[config.mk]
export PLATFORM = sky130hd
export DESIGN_NAME = fis_flash_integrity_scanner
export DESIGN_NICKNAME = d
export VERILOG_FILES = /design/src/fis_pkg.sv /design/src/flash_integrity_scanner.sv
export SDC_FILE = /design/constraint.sdc
export NUM_CORES = 1
export LEC_CHECK = 0
export BUFFER_PORTS_ARGS = -buffer_cell sky130_fd_sc_hd__clkbuf_2
export CAP_MARGIN = 25
export CORE_UTILIZATION = 30
export CTS_BUF_LIST = sky130_fd_sc_hd__clkbuf_8
export DETAILED_ROUTE_END_ITERATION = 10
export GPL_ROUTABILITY_DRIVEN = 0
export PLACE_DENSITY = 0.53
export REMOVE_ABC_BUFFERS = 1
export SLEW_MARGIN = 20
export SYNTH_ARGS = -nofsm -noshare
export SYNTH_HDL_FRONTEND = slang
export SYNTH_SLANG_ARGS = --single-unit
[constraint.sdc]
create_clock -name SYS_CLK -period 3.8 [get_ports SYS_CLK]
set_input_delay 0 -clock SYS_CLK [delete_from_list [all_inputs] [get_ports SYS_CLK]]
set_output_delay 0 -clock SYS_CLK [all_outputs]
set_load 0.01 [all_outputs]
[src/fis_pkg.sv]
// Purpose: Shared constants and types of the flash integrity scanner.
// Assumes: Byte-wide register port, word-addressed flash read port.
// Notes: Register offsets are byte indices on the plain register port.
package fis_pkg;
   localparam int REG_AW = 2;
   localparam int DATA_W = 8;
   localparam int WORD_W = 16;

   localparam logic [REG_AW-1:0] OFF_CTRL_PRIMARY = 2'h0;
   localparam logic [REG_AW-1:0] OFF_CTRL_MODE_SECTION = 2'h1;
   localparam logic [REG_AW-1:0] OFF_STATUS = 2'h2;

   localparam logic [DATA_W-1:0] RST_CTRL_PRIMARY = 8'h00;
   localparam logic [DATA_W-1:0] RST_CTRL_MODE_SECTION = 8'h00;
   localparam logic [DATA_W-1:0] RST_STATUS = 8'h02;
   localparam logic [DATA_W-1:0] READ_ZERO = 8'h00;

   // Primary control fields
   localparam int BIT_ENABLE = 0;
   localparam int BIT_ARM = 1;
   localparam int BIT_SELF_RESET = 7;
   // Mode and section fields
   localparam int MODE_LSB = 4;
   localparam int SRC_LSB = 0;
   // Status fields
   localparam int BIT_BUSY = 0;
   localparam int BIT_PASS = 1;

   localparam logic [1:0] MODE_PRIORITY = 2'h0;
   localparam logic [1:0] MODE_RESERVED = 2'h1;
   localparam logic [1:0] MODE_BACKGROUND = 2'h2;
   localparam logic [1:0] MODE_CONTINUOUS = 2'h3;

   localparam logic [1:0] SRC_FLASH = 2'h0;
   localparam logic [1:0] SRC_BOOT_AND_CODE = 2'h1;
   localparam logic [1:0] SRC_BOOT = 2'h2;
   localparam logic [1:0] SRC_RESERVED = 2'h3;

   // Cycle counts on the peripheral clock
   localparam int START_DELAY_CYC = 3;
   localparam int FETCH_PERIOD_CYC = 3;
   localparam logic [1:0] START_LAST = 2'(START_DELAY_CYC - 1);
   localparam logic [1:0] PACE_LAST = 2'(FETCH_PERIOD_CYC - 2);

   localparam logic [WORD_W-1:0] CRC_SEED = 16'hffff;
   localparam logic [WORD_W-1:0] CRC_GOOD = 16'h0000;

   typedef enum {ST_IDLE, ST_DELAY, ST_REQ, ST_PACE} fis_state_t;

   typedef struct packed {
      logic [1:0] mode;
      logic [1:0] src;
   } fis_cfg_t;

   typedef struct packed {
      logic arm;
      logic enable;
   } fis_ctrl_t;
endpackage

[src/flash_integrity_scanner.sv]
// Purpose: Flash integrity scanner control, status and CRC fetch engine.
// Assumes: CPU_SLEEP, boot scan straps and flash port are on SYS_CLK.
// Notes: CRC residue over a section including its stored checksum must be zero.
// Function
// - Sleep freezes the scan, resumes on wake
// - Pending priority check runs first after wake
// - After NMI, primary control writes ignored
// - Self-reset strobe clears registers except arm one cycle later
// - Arm low: self-reset accepted even when busy
// - Arm high: self-reset accepted only when idle
// - Arm bit raises NMI, cleared by system reset
// - Arm bit set only while not busy
// - Enable write of one starts new check
// - Clearing enable stops at section end
// - Startup scan leaves enable reading one
// - Mode/section writes blocked when busy or NMI
// - Mode: priority, background single, continuous
// - Continuous restarts after pass, stops on fail
// - Startup scan leaves mode reading background
// - Section: whole, boot plus code, boot
// - Startup scan shows the checked section
// - Status read-only, resets to 0x02
// - Pass flag: one at reset, zero while busy
// - Busy flag is one during a check
// - Mismatch clears pass, armed raises sticky NMI
// - Priority/startup fetch one word every third cycle
// - Check begins three cycles after enable
`timescale 1ns/100ps
module fis_flash_integrity_scanner #(
   parameter int FLASH_AW = 12,
   parameter logic [15:0] CRC_POLY = 16'h1021
) (
   input wire logic SYS_CLK,
   input wire logic RST_N,
   input wire logic [fis_pkg::REG_AW-1:0] REG_ADDR,
   input wire logic [fis_pkg::DATA_W-1:0] REG_WDATA,
   input wire logic REG_WR,
   input wire logic REG_RD,
   output logic [fis_pkg::DATA_W-1:0] REG_RDATA,
   input wire logic CPU_SLEEP,
   input wire logic BOOT_SCAN_EN,
   input wire logic [1:0] BOOT_SCAN_SRC,
   input wire logic [FLASH_AW-1:0] BOOT_LAST_WORD,
   input wire logic [FLASH_AW-1:0] CODE_LAST_WORD,
   input wire logic [FLASH_AW-1:0] FLASH_LAST_WORD,
   output logic FLASH_REQ,
   output logic FLASH_PRIO,
   output logic [FLASH_AW-1:0] FLASH_ADDR,
   input wire logic FLASH_GNT,
   input wire logic [fis_pkg::WORD_W-1:0] FLASH_RDATA,
   output logic CPU_STALL,
   output logic NMI_REQ
);
   fis_pkg::fis_state_t state_q, state_d;
   fis_pkg::fis_ctrl_t ctrl_q, ctrl_d;
   fis_pkg::fis_cfg_t cfg_q, cfg_d;
   logic pass_q, pass_d;
   logic nmi_q, nmi_d;
   logic srst_q;
   logic init_q;
   logic boot_q, boot_d;
   logic wake_q, wake_d;
   logic [1:0] cnt_q, cnt_d;
   logic [FLASH_AW-1:0] addr_q, addr_d;
   logic [fis_pkg::WORD_W-1:0] crc_q, crc_d;
   logic req_q, req_d;
   logic prio_q, prio_d;
   logic stall_q, stall_d;
   logic [fis_pkg::DATA_W-1:0] rdata_q, rdata_d;

   // Serial CRC, one bit per step, most significant bit first
   function automatic logic [15:0] crc_step(input logic [15:0] crc, input logic [15:0] din);
      logic [15:0] c;
      c = crc;
      for (int i = 15; i >= 0; i--) begin
         if (c[15] ^ din[i]) begin
            c = {c[14:0], 1'b0} ^ CRC_POLY;
         end else begin
            c = {c[14:0], 1'b0};
         end
      end
      return c;
   endfunction

   // Register decode
   wire busy = (state_q != fis_pkg::ST_IDLE);
   wire sel_a = (REG_ADDR == fis_pkg::OFF_CTRL_PRIMARY);
   wire sel_b = (REG_ADDR == fis_pkg::OFF_CTRL_MODE_SECTION);
   wire sel_s = (REG_ADDR == fis_pkg::OFF_STATUS);
   wire wr_a = REG_WR && sel_a && !nmi_q;
   wire wr_b = REG_WR && sel_b && !nmi_q && !busy;
   wire srst_ok = wr_a && REG_WDATA[fis_pkg::BIT_SELF_RESET] && (!ctrl_q.arm || !busy);
   wire [1:0] wr_mode = REG_WDATA[fis_pkg::MODE_LSB +: 2];
   wire [1:0] wr_src = REG_WDATA[fis_pkg::SRC_LSB +: 2];
   wire sw_start = wr_a && REG_WDATA[fis_pkg::BIT_ENABLE];
   wire boot_start = !init_q && BOOT_SCAN_EN;

   // Status shows pass only once idle, so a running check reads zero
   wire pass_vis = pass_q && !busy;
   wire [fis_pkg::DATA_W-1:0] rd_a = {6'h00, ctrl_q.arm, ctrl_q.enable};
   wire [fis_pkg::DATA_W-1:0] rd_b = {2'h0, cfg_q.mode, 2'h0, cfg_q.src};
   wire [fis_pkg::DATA_W-1:0] rd_s = {6'h00, pass_vis, busy};
   wire [fis_pkg::DATA_W-1:0] rd_mux = sel_a ? rd_a :
                                       sel_b ? rd_b :
                                       sel_s ? rd_s : fis_pkg::READ_ZERO;

   // Section end select
   wire [FLASH_AW-1:0] last_word =
      (cfg_q.src == fis_pkg::SRC_BOOT) ? BOOT_LAST_WORD :
      (cfg_q.src == fis_pkg::SRC_BOOT_AND_CODE) ? CODE_LAST_WORD : FLASH_LAST_WORD;

   // Flash stores the low byte at the lower address; the checksum's high byte
   // sits first, so bytes are fed in address order
   wire [15:0] word_in = {FLASH_RDATA[7:0], FLASH_RDATA[15:8]};
   wire [15:0] crc_next = crc_step(crc_q, word_in);
   wire took = (state_q == fis_pkg::ST_REQ) && req_q && FLASH_GNT && !CPU_SLEEP;
   wire at_end = (addr_q == last_word);
   wire crc_ok = (crc_next == fis_pkg::CRC_GOOD);
   wire paced = boot_q || (cfg_q.mode == fis_pkg::MODE_PRIORITY);

   always_comb begin
      state_d = state_q;
      ctrl_d = ctrl_q;
      cfg_d = cfg_q;
      pass_d = pass_q;
      nmi_d = nmi_q;
      boot_d = boot_q;
      wake_d = wake_q;
      cnt_d = cnt_q;
      addr_d = addr_q;
      crc_d = crc_q;
      // Engine, frozen while the CPU sleeps
      if (!CPU_SLEEP) begin
         unique case (state_q)
            fis_pkg::ST_IDLE: begin
            end
            fis_pkg::ST_DELAY: begin
               if (cnt_q == fis_pkg::START_LAST) begin
                  state_d = fis_pkg::ST_REQ;
               end else begin
                  cnt_d = cnt_q + 2'h1;
               end
            end
            fis_pkg::ST_REQ: begin
               if (took) begin
                  crc_d = crc_next;
                  if (at_end) begin
                     pass_d = crc_ok;
                     if (!crc_ok) begin
                        nmi_d = nmi_q | ctrl_q.arm;
                        state_d = fis_pkg::ST_IDLE;
                        boot_d = 1'b0;
                     end else if (cfg_q.mode == fis_pkg::MODE_CONTINUOUS && ctrl_q.enable && !boot_q) begin
                        addr_d = '0;
                        crc_d = fis_pkg::CRC_SEED;
                     end else begin
                        state_d = fis_pkg::ST_IDLE;
                        boot_d = 1'b0;
                     end
                  end else begin
                     addr_d = addr_q + FLASH_AW'(1);
                     if (paced) begin
                        state_d = fis_pkg::ST_PACE;
                        cnt_d = 2'h0;
                     end
                  end
               end
            end
            fis_pkg::ST_PACE: begin
               if (cnt_q == fis_pkg::PACE_LAST) begin
                  state_d = fis_pkg::ST_REQ;
               end else begin
                  cnt_d = cnt_q + 2'h1;
               end
            end
         endcase
      end
      // A priority check still waiting when sleep came stalls the CPU on wake
      if (CPU_SLEEP && state_q == fis_pkg::ST_DELAY && paced) begin
         wake_d = 1'b1;
      end
      if (state_d != fis_pkg::ST_DELAY) begin
         wake_d = 1'b0;
      end
      // Software access
      if (wr_a) begin
         ctrl_d.enable = REG_WDATA[fis_pkg::BIT_ENABLE];
         if (REG_WDATA[fis_pkg::BIT_ARM] && !busy) begin
            ctrl_d.arm = 1'b1;
         end
      end
      if (wr_b) begin
         if (wr_mode != fis_pkg::MODE_RESERVED) begin
            cfg_d.mode = wr_mode;
         end
         if (wr_src != fis_pkg::SRC_RESERVED) begin
            cfg_d.src = wr_src;
         end
      end
      // Startup scan, taken once at the first edge after reset release
      if (boot_start) begin
         ctrl_d.enable = 1'b1;
         cfg_d.mode = fis_pkg::MODE_BACKGROUND;
         if (BOOT_SCAN_SRC != fis_pkg::SRC_RESERVED) begin
            cfg_d.src = BOOT_SCAN_SRC;
         end
         boot_d = 1'b1;
      end
      if (sw_start || boot_start) begin
         state_d = fis_pkg::ST_DELAY;
         cnt_d = 2'h0;
         addr_d = '0;
         crc_d = fis_pkg::CRC_SEED;
         pass_d = 1'b0;
         wake_d = 1'b0;
      end
      // Self-reset acts one cycle after the strobe write; the arm bit survives
      if (srst_q) begin
         ctrl_d.enable = 1'b0;
         cfg_d = '0;
         pass_d = 1'b0;
         state_d = fis_pkg::ST_IDLE;
         boot_d = 1'b0;
         wake_d = 1'b0;
      end
   end

   assign prio_d = boot_d || (cfg_d.mode == fis_pkg::MODE_PRIORITY);
   assign req_d = (state_d == fis_pkg::ST_REQ) && !CPU_SLEEP;
   // No stall during the start delay unless a sleep interrupted it
   assign stall_d = prio_d && ((state_d == fis_pkg::ST_REQ) || (state_d == fis_pkg::ST_PACE) || wake_d);
   assign rdata_d = REG_RD ? rd_mux : fis_pkg::READ_ZERO;

   always_ff @(posedge SYS_CLK) begin
      if (!RST_N) begin
         state_q <= fis_pkg::ST_IDLE;
         ctrl_q <= '0;
         cfg_q <= '0;
         pass_q <= fis_pkg::RST_STATUS[fis_pkg::BIT_PASS];
         nmi_q <= 1'b0;
         srst_q <= 1'b0;
         init_q <= 1'b0;
         boot_q <= 1'b0;
         wake_q <= 1'b0;
         cnt_q <= 2'h0;
         addr_q <= '0;
         crc_q <= fis_pkg::CRC_SEED;
         req_q <= 1'b0;
         prio_q <= 1'b0;
         stall_q <= 1'b0;
         rdata_q <= fis_pkg::READ_ZERO;
      end else begin
         state_q <= state_d;
         ctrl_q <= ctrl_d;
         cfg_q <= cfg_d;
         pass_q <= pass_d;
         nmi_q <= nmi_d;
         srst_q <= srst_ok;
         init_q <= 1'b1;
         boot_q <= boot_d;
         wake_q <= wake_d;
         cnt_q <= cnt_d;
         addr_q <= addr_d;
         crc_q <= crc_d;
         req_q <= req_d;
         prio_q <= prio_d;
         stall_q <= stall_d;
         rdata_q <= rdata_d;
      end
   end

   assign REG_RDATA = rdata_q;
   assign FLASH_REQ = req_q;
   assign FLASH_PRIO = prio_q;
   assign FLASH_ADDR = addr_q;
   assign CPU_STALL = stall_q;
   assign NMI_REQ = nmi_q;
endmodule

== Word level (Yosys, flattened, before mapping) ==
Cells that the tools add are included.

* Flip-flop bits (word level): 85
* Output and inout bits: 24
* Word-level logic and storage cells: 210
* Bits of input ports: 71

* Equality and inequality tests: 27
* Reduce and logical (&&, ||, !) cells: 53
* Bitwise gates (word level): 37
* Mux-type cells: 71
* $add $sub $neg: 2

{| class="wikitable"
|+ Operator list
! cell !! count
|-
| 32-bit two-way mux || 10
|-
| 13-bit two-way mux || 16
|-
| 32-bit by 2-bit == test with 1-bit output, second input constant || 3
|-
| 32-bit by 3-bit == test with 1-bit output, second input constant || 3
|-
| 32-bit one-hot mux with 3 select lines || 1
|-
| 12-bit two-way mux || 5
|-
| 16-bit two-way mux || 3
|-
| 3-bit NOT || 16
|-
| 32-bit by 1-bit == test with 1-bit output, second input constant || 1
|-
| 32-bit by 2-bit != test with 1-bit output, second input constant || 1
|-
| 32-bit nonzero test || 1
|-
| 1-bit two-way mux || 21
|-
| 1-bit logical AND || 20
|-
| 2-bit two-way mux || 10
|-
| 16-bit logical NOT || 1
|-
| 1-bit XOR || 16
|-
| 2-bit != test, second input constant || 7
|-
| 12-bit by 1-bit adder with 12-bit output, second input constant || 1
|-
| 12-bit == test || 1
|-
| 4-bit two-way mux || 3
|-
| 3-bit nonzero test || 4
|-
| 5-bit AND reduction || 2
|-
| 2-bit == test, second input constant || 4
|-
| 7-bit AND reduction || 1
|-
| other kinds (18) || 39
|}

== Depth between registers and ports, before layout ==
Gate-level depths: netlist (run 1).

* Depth in word-level cells: 44
* Gate-level depth with buffers: 11
* Gate-level depth less buffers: 8

== Worst setup path before layout (run 1) ==
OpenSTA, ideal clock, no wires.

* Path kind: register to register
* Start point: register crc_q[15] (netlist bit)
* End point: register addr_q[10], in the netlist FLASH_ADDR[10]
* Setup slack: 1.122 ns
* Required time: 3.673 ns
* Cell stages (with the launch flop): 10
* Setup time: 0.127 ns
* Clock period less this slack: 2.678 ns
* Buffers on the path: 1
* Data arrival time: 2.551 ns
* Cell sequence: dfxtp_1 > xor2_2 > xnor3_1 > xnor3_2 > nor4_2 > nand4_2 > buf_6 > a211oi_2 > xnor2_1 > nor2_1

* Word-level cells in the longest chain between the ends: 19
* Elaborated cells between the ends (all ways): 32
* Those cells by class: eq/ne: 1; mux: 16; bitwise: 13; reduce/logical: 2

{| class="wikitable"
|+ Ends and longest elaborated chain
! what !! RTL line !! source
|-
| start, declared || flash_integrity_scanner.sv:65 || <nowiki>logic [fis_pkg::WORD_W-1:0] crc_q, crc_d;</nowiki>
|-
| start signal, assigned || flash_integrity_scanner.sv:247 || <nowiki>crc_q <= fis_pkg::CRC_SEED;</nowiki>
|-
| start signal, assigned || flash_integrity_scanner.sv:264 || <nowiki>crc_q <= crc_d;</nowiki>
|-
| 1-bit XOR * || flash_integrity_scanner.sv:76 || <nowiki>if (c[15] ^ din[i]) begin</nowiki>
|-
| 13-bit two-way mux * || flash_integrity_scanner.sv:76 ||
|-
| 13-bit two-way mux / 1-bit XOR (equally long branches) || flash_integrity_scanner.sv:76 ||
|-
| 13-bit two-way mux (2 in series) || flash_integrity_scanner.sv:76 ||
|-
| 13-bit two-way mux * || flash_integrity_scanner.sv:76 ||
|-
| 13-bit two-way mux / 3-bit NOT (equally long branches) || -- ||
|-
| 13-bit two-way mux || flash_integrity_scanner.sv:76 ||
|-
| 3-bit NOT (no line) / 13-bit two-way mux (equally long branches) || -- ||
|-
| 13-bit two-way mux || flash_integrity_scanner.sv:76 ||
|-
| 1-bit XOR / 13-bit two-way mux (equally long branches) || flash_integrity_scanner.sv:76 ||
|-
| 13-bit two-way mux (3 in series) || flash_integrity_scanner.sv:76 ||
|-
| 13-bit two-way mux / 3-bit NOT (equally long branches) || -- ||
|-
| 13-bit two-way mux || flash_integrity_scanner.sv:76 ||
|-
| 16-bit logical NOT * || flash_integrity_scanner.sv:118 || <nowiki>wire crc_ok = (crc_next == fis_pkg::CRC_GOOD);</nowiki>
|-
| 2-bit by 1-bit != test with 1-bit output (no line) * || -- ||
|-
| 5-bit AND reduction (no line) * || -- ||
|-
| end signal, assigned || flash_integrity_scanner.sv:263 || <nowiki>addr_q <= addr_d;</nowiki>
|-
| end, declared || flash_integrity_scanner.sv:64 || <nowiki>logic [FLASH_AW-1:0] addr_q, addr_d;</nowiki>
|}

Mark *: on every way between the ends. The rest lies on a longest branch, timed or not.
A chain may end at the register's enable or synchronous reset.

== Final worst setup path (run 1) ==
* Start point: register crc_q[15] (netlist bit)
* End point: register req_q, in the netlist FLASH_REQ

* Word-level cells in the longest chain between the ends: 26
* Elaborated cells between the ends (all ways): 39
* Those cells by class: eq/ne: 1; mux: 23; bitwise: 13; reduce/logical: 2

{| class="wikitable"
|+ Ends and longest elaborated chain
! what !! RTL line !! source
|-
| 1-bit XOR * || flash_integrity_scanner.sv:76 ||
|-
| 13-bit two-way mux * || flash_integrity_scanner.sv:76 ||
|-
| 13-bit two-way mux / 1-bit XOR (equally long branches) || flash_integrity_scanner.sv:76 ||
|-
| 13-bit two-way mux (2 in series) || flash_integrity_scanner.sv:76 ||
|-
| 13-bit two-way mux * || flash_integrity_scanner.sv:76 ||
|-
| 13-bit two-way mux / 3-bit NOT (equally long branches) || -- ||
|-
| 13-bit two-way mux || flash_integrity_scanner.sv:76 ||
|-
| 3-bit NOT (no line) / 13-bit two-way mux (equally long branches) || -- ||
|-
| [... 9 more ...] || -- ||
|-
| 32-bit two-way mux * || flash_integrity_scanner.sv:147 || <nowiki>if (at_end) begin</nowiki>
|-
| 32-bit two-way mux * || flash_integrity_scanner.sv:145 || <nowiki>if (took) begin</nowiki>
|-
| 32-bit one-hot mux with 3 select lines * || flash_integrity_scanner.sv:134 || <nowiki>unique case (state_q)</nowiki>
|-
| 32-bit two-way mux * || flash_integrity_scanner.sv:133 || <nowiki>if (!CPU_SLEEP) begin</nowiki>
|-
| 32-bit two-way mux * || flash_integrity_scanner.sv:209 || <nowiki>if (sw_start || boot_start) begin</nowiki>
|-
| 32-bit two-way mux * || flash_integrity_scanner.sv:218 || <nowiki>if (srst_q) begin</nowiki>
|-
| 32-bit by 3-bit == test with 1-bit output * || flash_integrity_scanner.sv:229 || <nowiki>assign req_d = (state_d == fis_pkg::ST_REQ) && !CPU_SLEEP;</nowiki>
|-
| 1-bit logical AND * || flash_integrity_scanner.sv:229 ||
|-
| end signal, assigned || flash_integrity_scanner.sv:265 || <nowiki>req_q <= req_d;</nowiki>
|-
| end, declared || flash_integrity_scanner.sv:66 || <nowiki>logic req_q, req_d;</nowiki>
|}

Marked as above.

==> results of run 1 <==
## per-stage QoR
stage	total power (W)	hold WS, ns	utilization [%]
final	0.00181	0.0289	37.5
after global routing	0.00191	0.0178	37.5
after CTS	0.00184	0.00615	37.5
after detailed placement	0.00119	0.251	35.3
after global placement	0.00118	0.246	35.3
after floorplan	0.00110	0.0277	-
## area by class of cell
cell class	count	area [µm²]	share of cell area (%)
inverters	8	30.0	0.570
repair buffers	107	616	11.7
clock inverters	1	7.51	0.142
well taps	180	225	4.27
multi-input cells	342	2580	48.9
clock buffers	14	193	3.66
flip-flops and latches	81	1620	30.8
## synth_stat cells, types with 6 or more instances
| cell | count | share of area [%] |
|---|---|---|
| dfxtp_1 | 81 | 37 |
| xnor2_1 | 51 | 10 |
| mux2i_1 | 40 | 9.2 |
| nor2_1 | 34 | 2.9 |
| and2_1 | 31 | 4.4 |
| nand2_1 | 30 | 2.6 |
| nand3_1 | 15 | 1.7 |
| xor2_1 | 14 | 2.8 |
| a21oi_1 | 12 | 1.4 |
| o211ai_1 | 11 | 1.9 |
| clkbuf_1 | 10 | 0.86 |
| nand4_1 | 9 | 1.3 |
| nor4_1 | 9 | 1.3 |
| a211oi_2 | 8 | 2.3 |
| buf_4 | 8 | 1.4 |
| inv_1 | 8 | 0.69 |
| or3_1 | 6 | 0.86 |
## worst min-delay path: cells and delay by family
kind	cells	cell delay, ns
compound gates	2	0.16
buf+inv	1	0.14
simple gates	1	0.05
## logic make-up (layout without fill, tap and decap cells)
| group | after synthesis | count (layout) | share of synthesized area [%] |
|---|---|---|---|
| xor gates and xnor gates | 72 | 72 | 16.9 |
| AOI/OAI and AO/OA | 54 | 54 | 10.4 |
| other | 1 | 4 | 0.0858 |
| buffers and inverters | 33 | 130 | 4.32 |
| muxes | 40 | 40 | 9.16 |
| adders and majority gates | 3 | 3 | 0.858 |
| DFF | 81 | 81 | 37.1 |
| and+or+nand+nor | 169 | 169 | 21.2 |
## state kept, by name, summed over array words and instances (netlist names), 2 cells and up
signal      cells
crc_q          16
REG_RDATA       4
cfg_q           4
ctrl_q          2
state_q        32
cnt_q           2
FLASH_ADDR     12
## cell usage in the layout, fill, tap and decap left out, drive strengths merged, types with 9 or more instances in the layout
cell / n
xor2: 15
dlygate4sd3: 12
xnor2: 53
nand3: 15
o211ai: 11
nor4: 10
nor2: 34
mux2i: 40
a21oi: 12
dfxtp: 81
and2: 31
nand4: 10
nand2: 31
clkbuf: 101
a211oi: 9
## worst paths after layout
kind / start / end / slack (ns) / cells past startpoint
setup / recovery: crc_q[15] / FLASH_REQ / 0.65 / 8
hold / removal: REG_ADDR[0] / REG_RDATA[1] / 0.03 / 4
setup reg to reg: crc_q[15] / FLASH_REQ / 0.65 / 8
hold reg to reg: state_q[26] / state_q[26] / 0.46 / 1
## metal layers
metal  GRT usage, %  part of all wire (%)
met1           17.5                    48
met2           21.6                    46
met3           3.30                   4.0
met4           6.63                   1.9
met5              0                     0
## power by group
group / switching (W) / leakage (nW) / internal [W]
combinational: 0.000155 / 1.34 / 0.000153
clock: 0.000306 / 0.101 / 0.000324
sequential: 0.0000110 / 0.656 / 0.000858
total: 0.000472 / 2.10 / 0.00133
==> results.sh, run 1 <==
export IMPL_drt_iter0_drc=108
export IMPL_ys_ff_latch=81
export IMPL_fin_cells=733
export IMPL_grt_max_degree=40
export IMPL_fin_crit_ns=3.15
export IMPL_finClkSkew_ns=0.00926
export IMPL_cp_slowest_cell="xnor3_1"
export IMPL_clockBufferDepth=2
export IMPL_drive_gt1_share_pct=25.1
export IMPL_gr_total_overflow=0
export IMPL_crit_fanout=6
export IMPL_syn_area_um2=4370
export IMPL_place_ws_ns=0.695
export IMPL_io_buffers=87
export IMPL_synth_distinct_cells=62
export IMPL_synth_edf_count=0
export IMPL_min_path_type="primary input to flop"
export IMPL_numCtsBuffers=9
export IMPL_path_cells="xor2_2 -> xnor3_1 -> xnor3_2 -> nor4_2 -> nand4_2 -> a21oi_1 -> o21ai_1 -> nor4b_2"
export IMPL_cpPeakStageDelay_ns=0.52
export IMPL_hold_viol=0
export IMPL_worst_setup_path_start_kind="flop"
export IMPL_ys_warn_count=0
export IMPL_critPathKind="flop to flop"
export IMPL_die_w_um=123
export IMPL_clock_latency_ns=0.36
export IMPL_worst_pin_slew_ns=0.755
export IMPL_fmax_mhz=317
export IMPL_vias_per_cell=4.67
export IMPL_fp_coreArea_um2=14000
export IMPL_area_delta_synth_final_pct=20.5
export IMPL_final_antenna_net_count=0
export IMPL_cp_end_kind="flop"
export IMPL_dr_pass1_iters=4
export IMPL_setup_viol=0
export IMPL_leakagePower_nw=2.10
export IMPL_drcViolationCount=0
export IMPL_nets=623
export IMPL_avgSynthCellArea_um2=9.65
export IMPL_p_per_area_nw_per_um2=343
export IMPL_rsz0062_at_grt="false"
export IMPL_cts_resized=0
export IMPL_ctsRootBufferMaster="clkbuf_8"
export IMPL_die_area_um2=15100
export IMPL_vias=3424
export IMPL_cts_tree="yes"
export IMPL_post_cts_buffers=0
export IMPL_setup_ws_ns=0.646
export IMPL_wl_per_cell_um=13.2
export IMPL_finalMaxSlewViolations=0
export IMPL_crit_required_ns=4.07
export IMPL_htreeDepth=3
export IMPL_grt_total_usage_pct=13.7
export IMPL_antenna_found_initial=0
export IMPL_finalCritPeriodShare_pct=83.0
export IMPL_syn_inst=453
export IMPL_place_area_um2=4950
export IMPL_grt_pass1_vias=3354
export IMPL_setup_tns_ns=0
export IMPL_place_hpwl_mm=7.26
export IMPL_clkTransAtPathRegs_ns=0.08
export IMPL_start_util_pct=31.1
export IMPL_critical_path_top_delay_family="XOR/XNOR gates"
export IMPL_diodes=0
export IMPL_fillers=1400
export IMPL_worstPathArrival_ns=3.42
export IMPL_max_cap_violations=0
export IMPL_cts_num_sinks=81
export IMPL_grt_pass1_wl_mm=15.9
export IMPL_fin_area_um2=5270
export IMPL_status="finished, final reports clean"
export IMPL_cts_hold_buf=12
export IMPL_pin_count=95
export IMPL_place_inst=706
export IMPL_async_flop_share_pct=0
export IMPL_synth_ff_type="dfxtp_1"
export IMPL_peakVddDrop_uv=144
export IMPL_chipHeight_um=123
export IMPL_ys_seq_area_share_pct=37.1
export IMPL_rows=43
export IMPL_crit_buf_inv=0
export IMPL_wl_mm=9.68
export IMPL_slew_headroom_pct=49.6
(Power assumes the default switching activity.)
==> run 2: changes to the inputs <==
Settings changed: PLACE_DENSITY 0.53 to 0.55.
Clock period 3.8 ns to 2.6 ns, I/O delays scaled along.
==> run 2 against run 1 <==
Compared with the run above:
- first-iteration DRC count increased by 84%
- sequential power increased by 46%
- clock skew increased by 0.0030 ns
- register-to-register slack got worse by 0.60 ns
- clock-buffer cell count decreased by 4
- clock power increased by 92%
- routed wire length increased by 7.4%
- via count increased by 3.9%
- non-clock buffer count increased by 23
- largest power group unchanged
==> results.sh, run 2 (synthesized netlist as in run 1, its figures left out) <==
export IMPL_grt_pass1_wl_mm=16.5
export IMPL_gr_total_overflow=0
export IMPL_numCtsBuffers=9
export IMPL_place_hpwl_mm=7.71
export IMPL_max_cap_violations=0
export IMPL_wl_met3_um=526
export IMPL_clock_latency_ns=0.36
export IMPL_grt_max_degree=40
export IMPL_fp_coreArea_um2=14000
export IMPL_grt_total_usage_pct=14.0
export IMPL_pin_count=95
export IMPL_final_antenna_net_count=0
export IMPL_wl_met1_mm=4.70
export IMPL_wl_mm=10.4
export IMPL_fillers=1386
export IMPL_top_layer="met4"
export IMPL_finalMaxSlewViolations=0
export IMPL_nets=646
export IMPL_cp_end_kind="flop"
export IMPL_peakVddDrop_uv=295
export IMPL_wl_per_cell_um=13.8
export IMPL_htreeDepth=3
export IMPL_vias_per_cell=4.71
export IMPL_io_buffers=87
export IMPL_leakagePower_nw=2.30
export IMPL_start_util_pct=31.1
export IMPL_setup_tns_ns=0
export IMPL_largest_reg_flops=32
export IMPL_diodes=0
export IMPL_area_delta_synth_final_pct=30.1
export IMPL_chipHeight_um=123
export IMPL_vias=3558
export IMPL_ctsRootBufferMaster="clkbuf_8"
export IMPL_min_path_type="primary input to flop"
export IMPL_grt_pass1_vias=3475
export IMPL_dr_pass1_iters=6
export IMPL_setup_viol=0
export IMPL_rsz0062_at_grt="true"
export IMPL_drt_iter0_drc=199
export IMPL_hold_slack_ns=0.0112
export IMPL_setup_ws_ns=0.0414
export IMPL_cts_tree="yes"
export IMPL_fin_crit_ns=2.56
export IMPL_clkTransAtPathRegs_ns=0.09
export IMPL_critPathKind="flop to flop"
export IMPL_die_area_um2=15100
export IMPL_cts_num_sinks=81
export IMPL_hold_viol=0
export IMPL_worst_setup_path_start_kind="flop"
export IMPL_place_ws_ns=-0.0731
export IMPL_antenna_found_initial=0
export IMPL_crit_required_ns=2.86
export IMPL_die_w_um=123
export IMPL_final_common_cell="clkbuf_2"
export IMPL_wl_met2_mm=5.01
export IMPL_drive_gt1_share_pct=31.4
export IMPL_crit_fanout=7
export IMPL_drcViolationCount=0
export IMPL_finClkSkew_ns=0.0123
export IMPL_regMostFlops="state_q"
export IMPL_p_per_area_nw_per_um2=533
export IMPL_status="finished, final reports clean"
export IMPL_rows=43
export IMPL_finalCritPeriodShare_pct=98.4
export IMPL_worstPathArrival_ns=2.82
export IMPL_most_common_layout_cells="87 x clkbuf_2, 77 x dfxtp_1, 47 x xnor2_1, 40 x mux2i_1, 34 x nor2_1"
export IMPL_clockBufferDepth=2
export IMPL_fmax_mhz=391
==> run 2: cell types whose count changed in the layout (fill, tap and decap cells not counted), sizes merged <==
cell	change
buf	+26
bufinv	+4
clkbuf	-3
dlygate4sd3	-4
==> run 2: worst max-delay path, cell delays in order (launching register included) <==
cell and delay (ns):
dfxtp_2 0.36, xor2_2 0.17, xnor3_1 0.46, xnor3_2 0.28
nor4_4 0.30, nand4_2 0.16, buf_6 0.18, buf_12 0.14
a211oi_2 0.23, xnor2_1 0.14, nor2_1 0.05
==> run 2: metal layers <==
layer / GRT usage (%) / vias to the layer above
li1: - / 1812
met1: 17.3 / 1665
met2: 23.4 / 71
met3: 3.35 / 10
met4: 5.41 / 0
met5: 0 / -
==> run 2: path summary, 6_finish.rpt <==
path | from | slack (ns) | end | cells after the start
setup / recovery | crc_q[15] | 0.04 | FLASH_ADDR[9] | 10
hold / removal | REG_WDATA[5] | 0.01 | cfg_q[3] | 3
setup reg to reg | crc_q[15] | 0.04 | FLASH_ADDR[9] | 10
hold reg to reg | state_q[2] | 0.46 | state_q[2] | 1
==> run 2: layout make-up <==
cell class                 instances  area, µm²  share of cell area [%]
multi-input combinational        342       2680                    47.2
timing repair buffer             130        857                    15.1
clock inverter                     5        128                    2.24
tap                              180        225                    3.96
inverter                           8       30.0                   0.528
sequential                        81       1630                    28.6
clock buffer                      10        138                    2.42
==> run 2: stage by stage <==
step,cell area [µm²],std cells,power (W),util (%)
floorplan,4230,431,0.00160,-
global placement,5160,727,0.00179,36.7
detailed placement,5160,727,0.00179,36.7
CTS,5550,752,0.00304,39.5
global route,5690,756,0.00317,40.5
finish,5690,756,0.00303,40.5
==> run 2: timing repair <==
item | in CTS | in global routing
hold buffers | 8 | 0
endpoints found under the hold margin | 11 | 0
resized for setup | 5 | 19
setup buffers | 2 | 4
endpoints found under the setup margin | 13 | 27
pin swaps | 5 | 21
gates cloned | 0 | 1
==> run 2: report_power, final <==
| part | internal [W] | switching (W) |
|---|---|---|
| combinational | 0.000291 | 0.000262 |
| clock | 0.000756 | 0.000454 |
| sequential | 0.00125 | 0.0000130 |
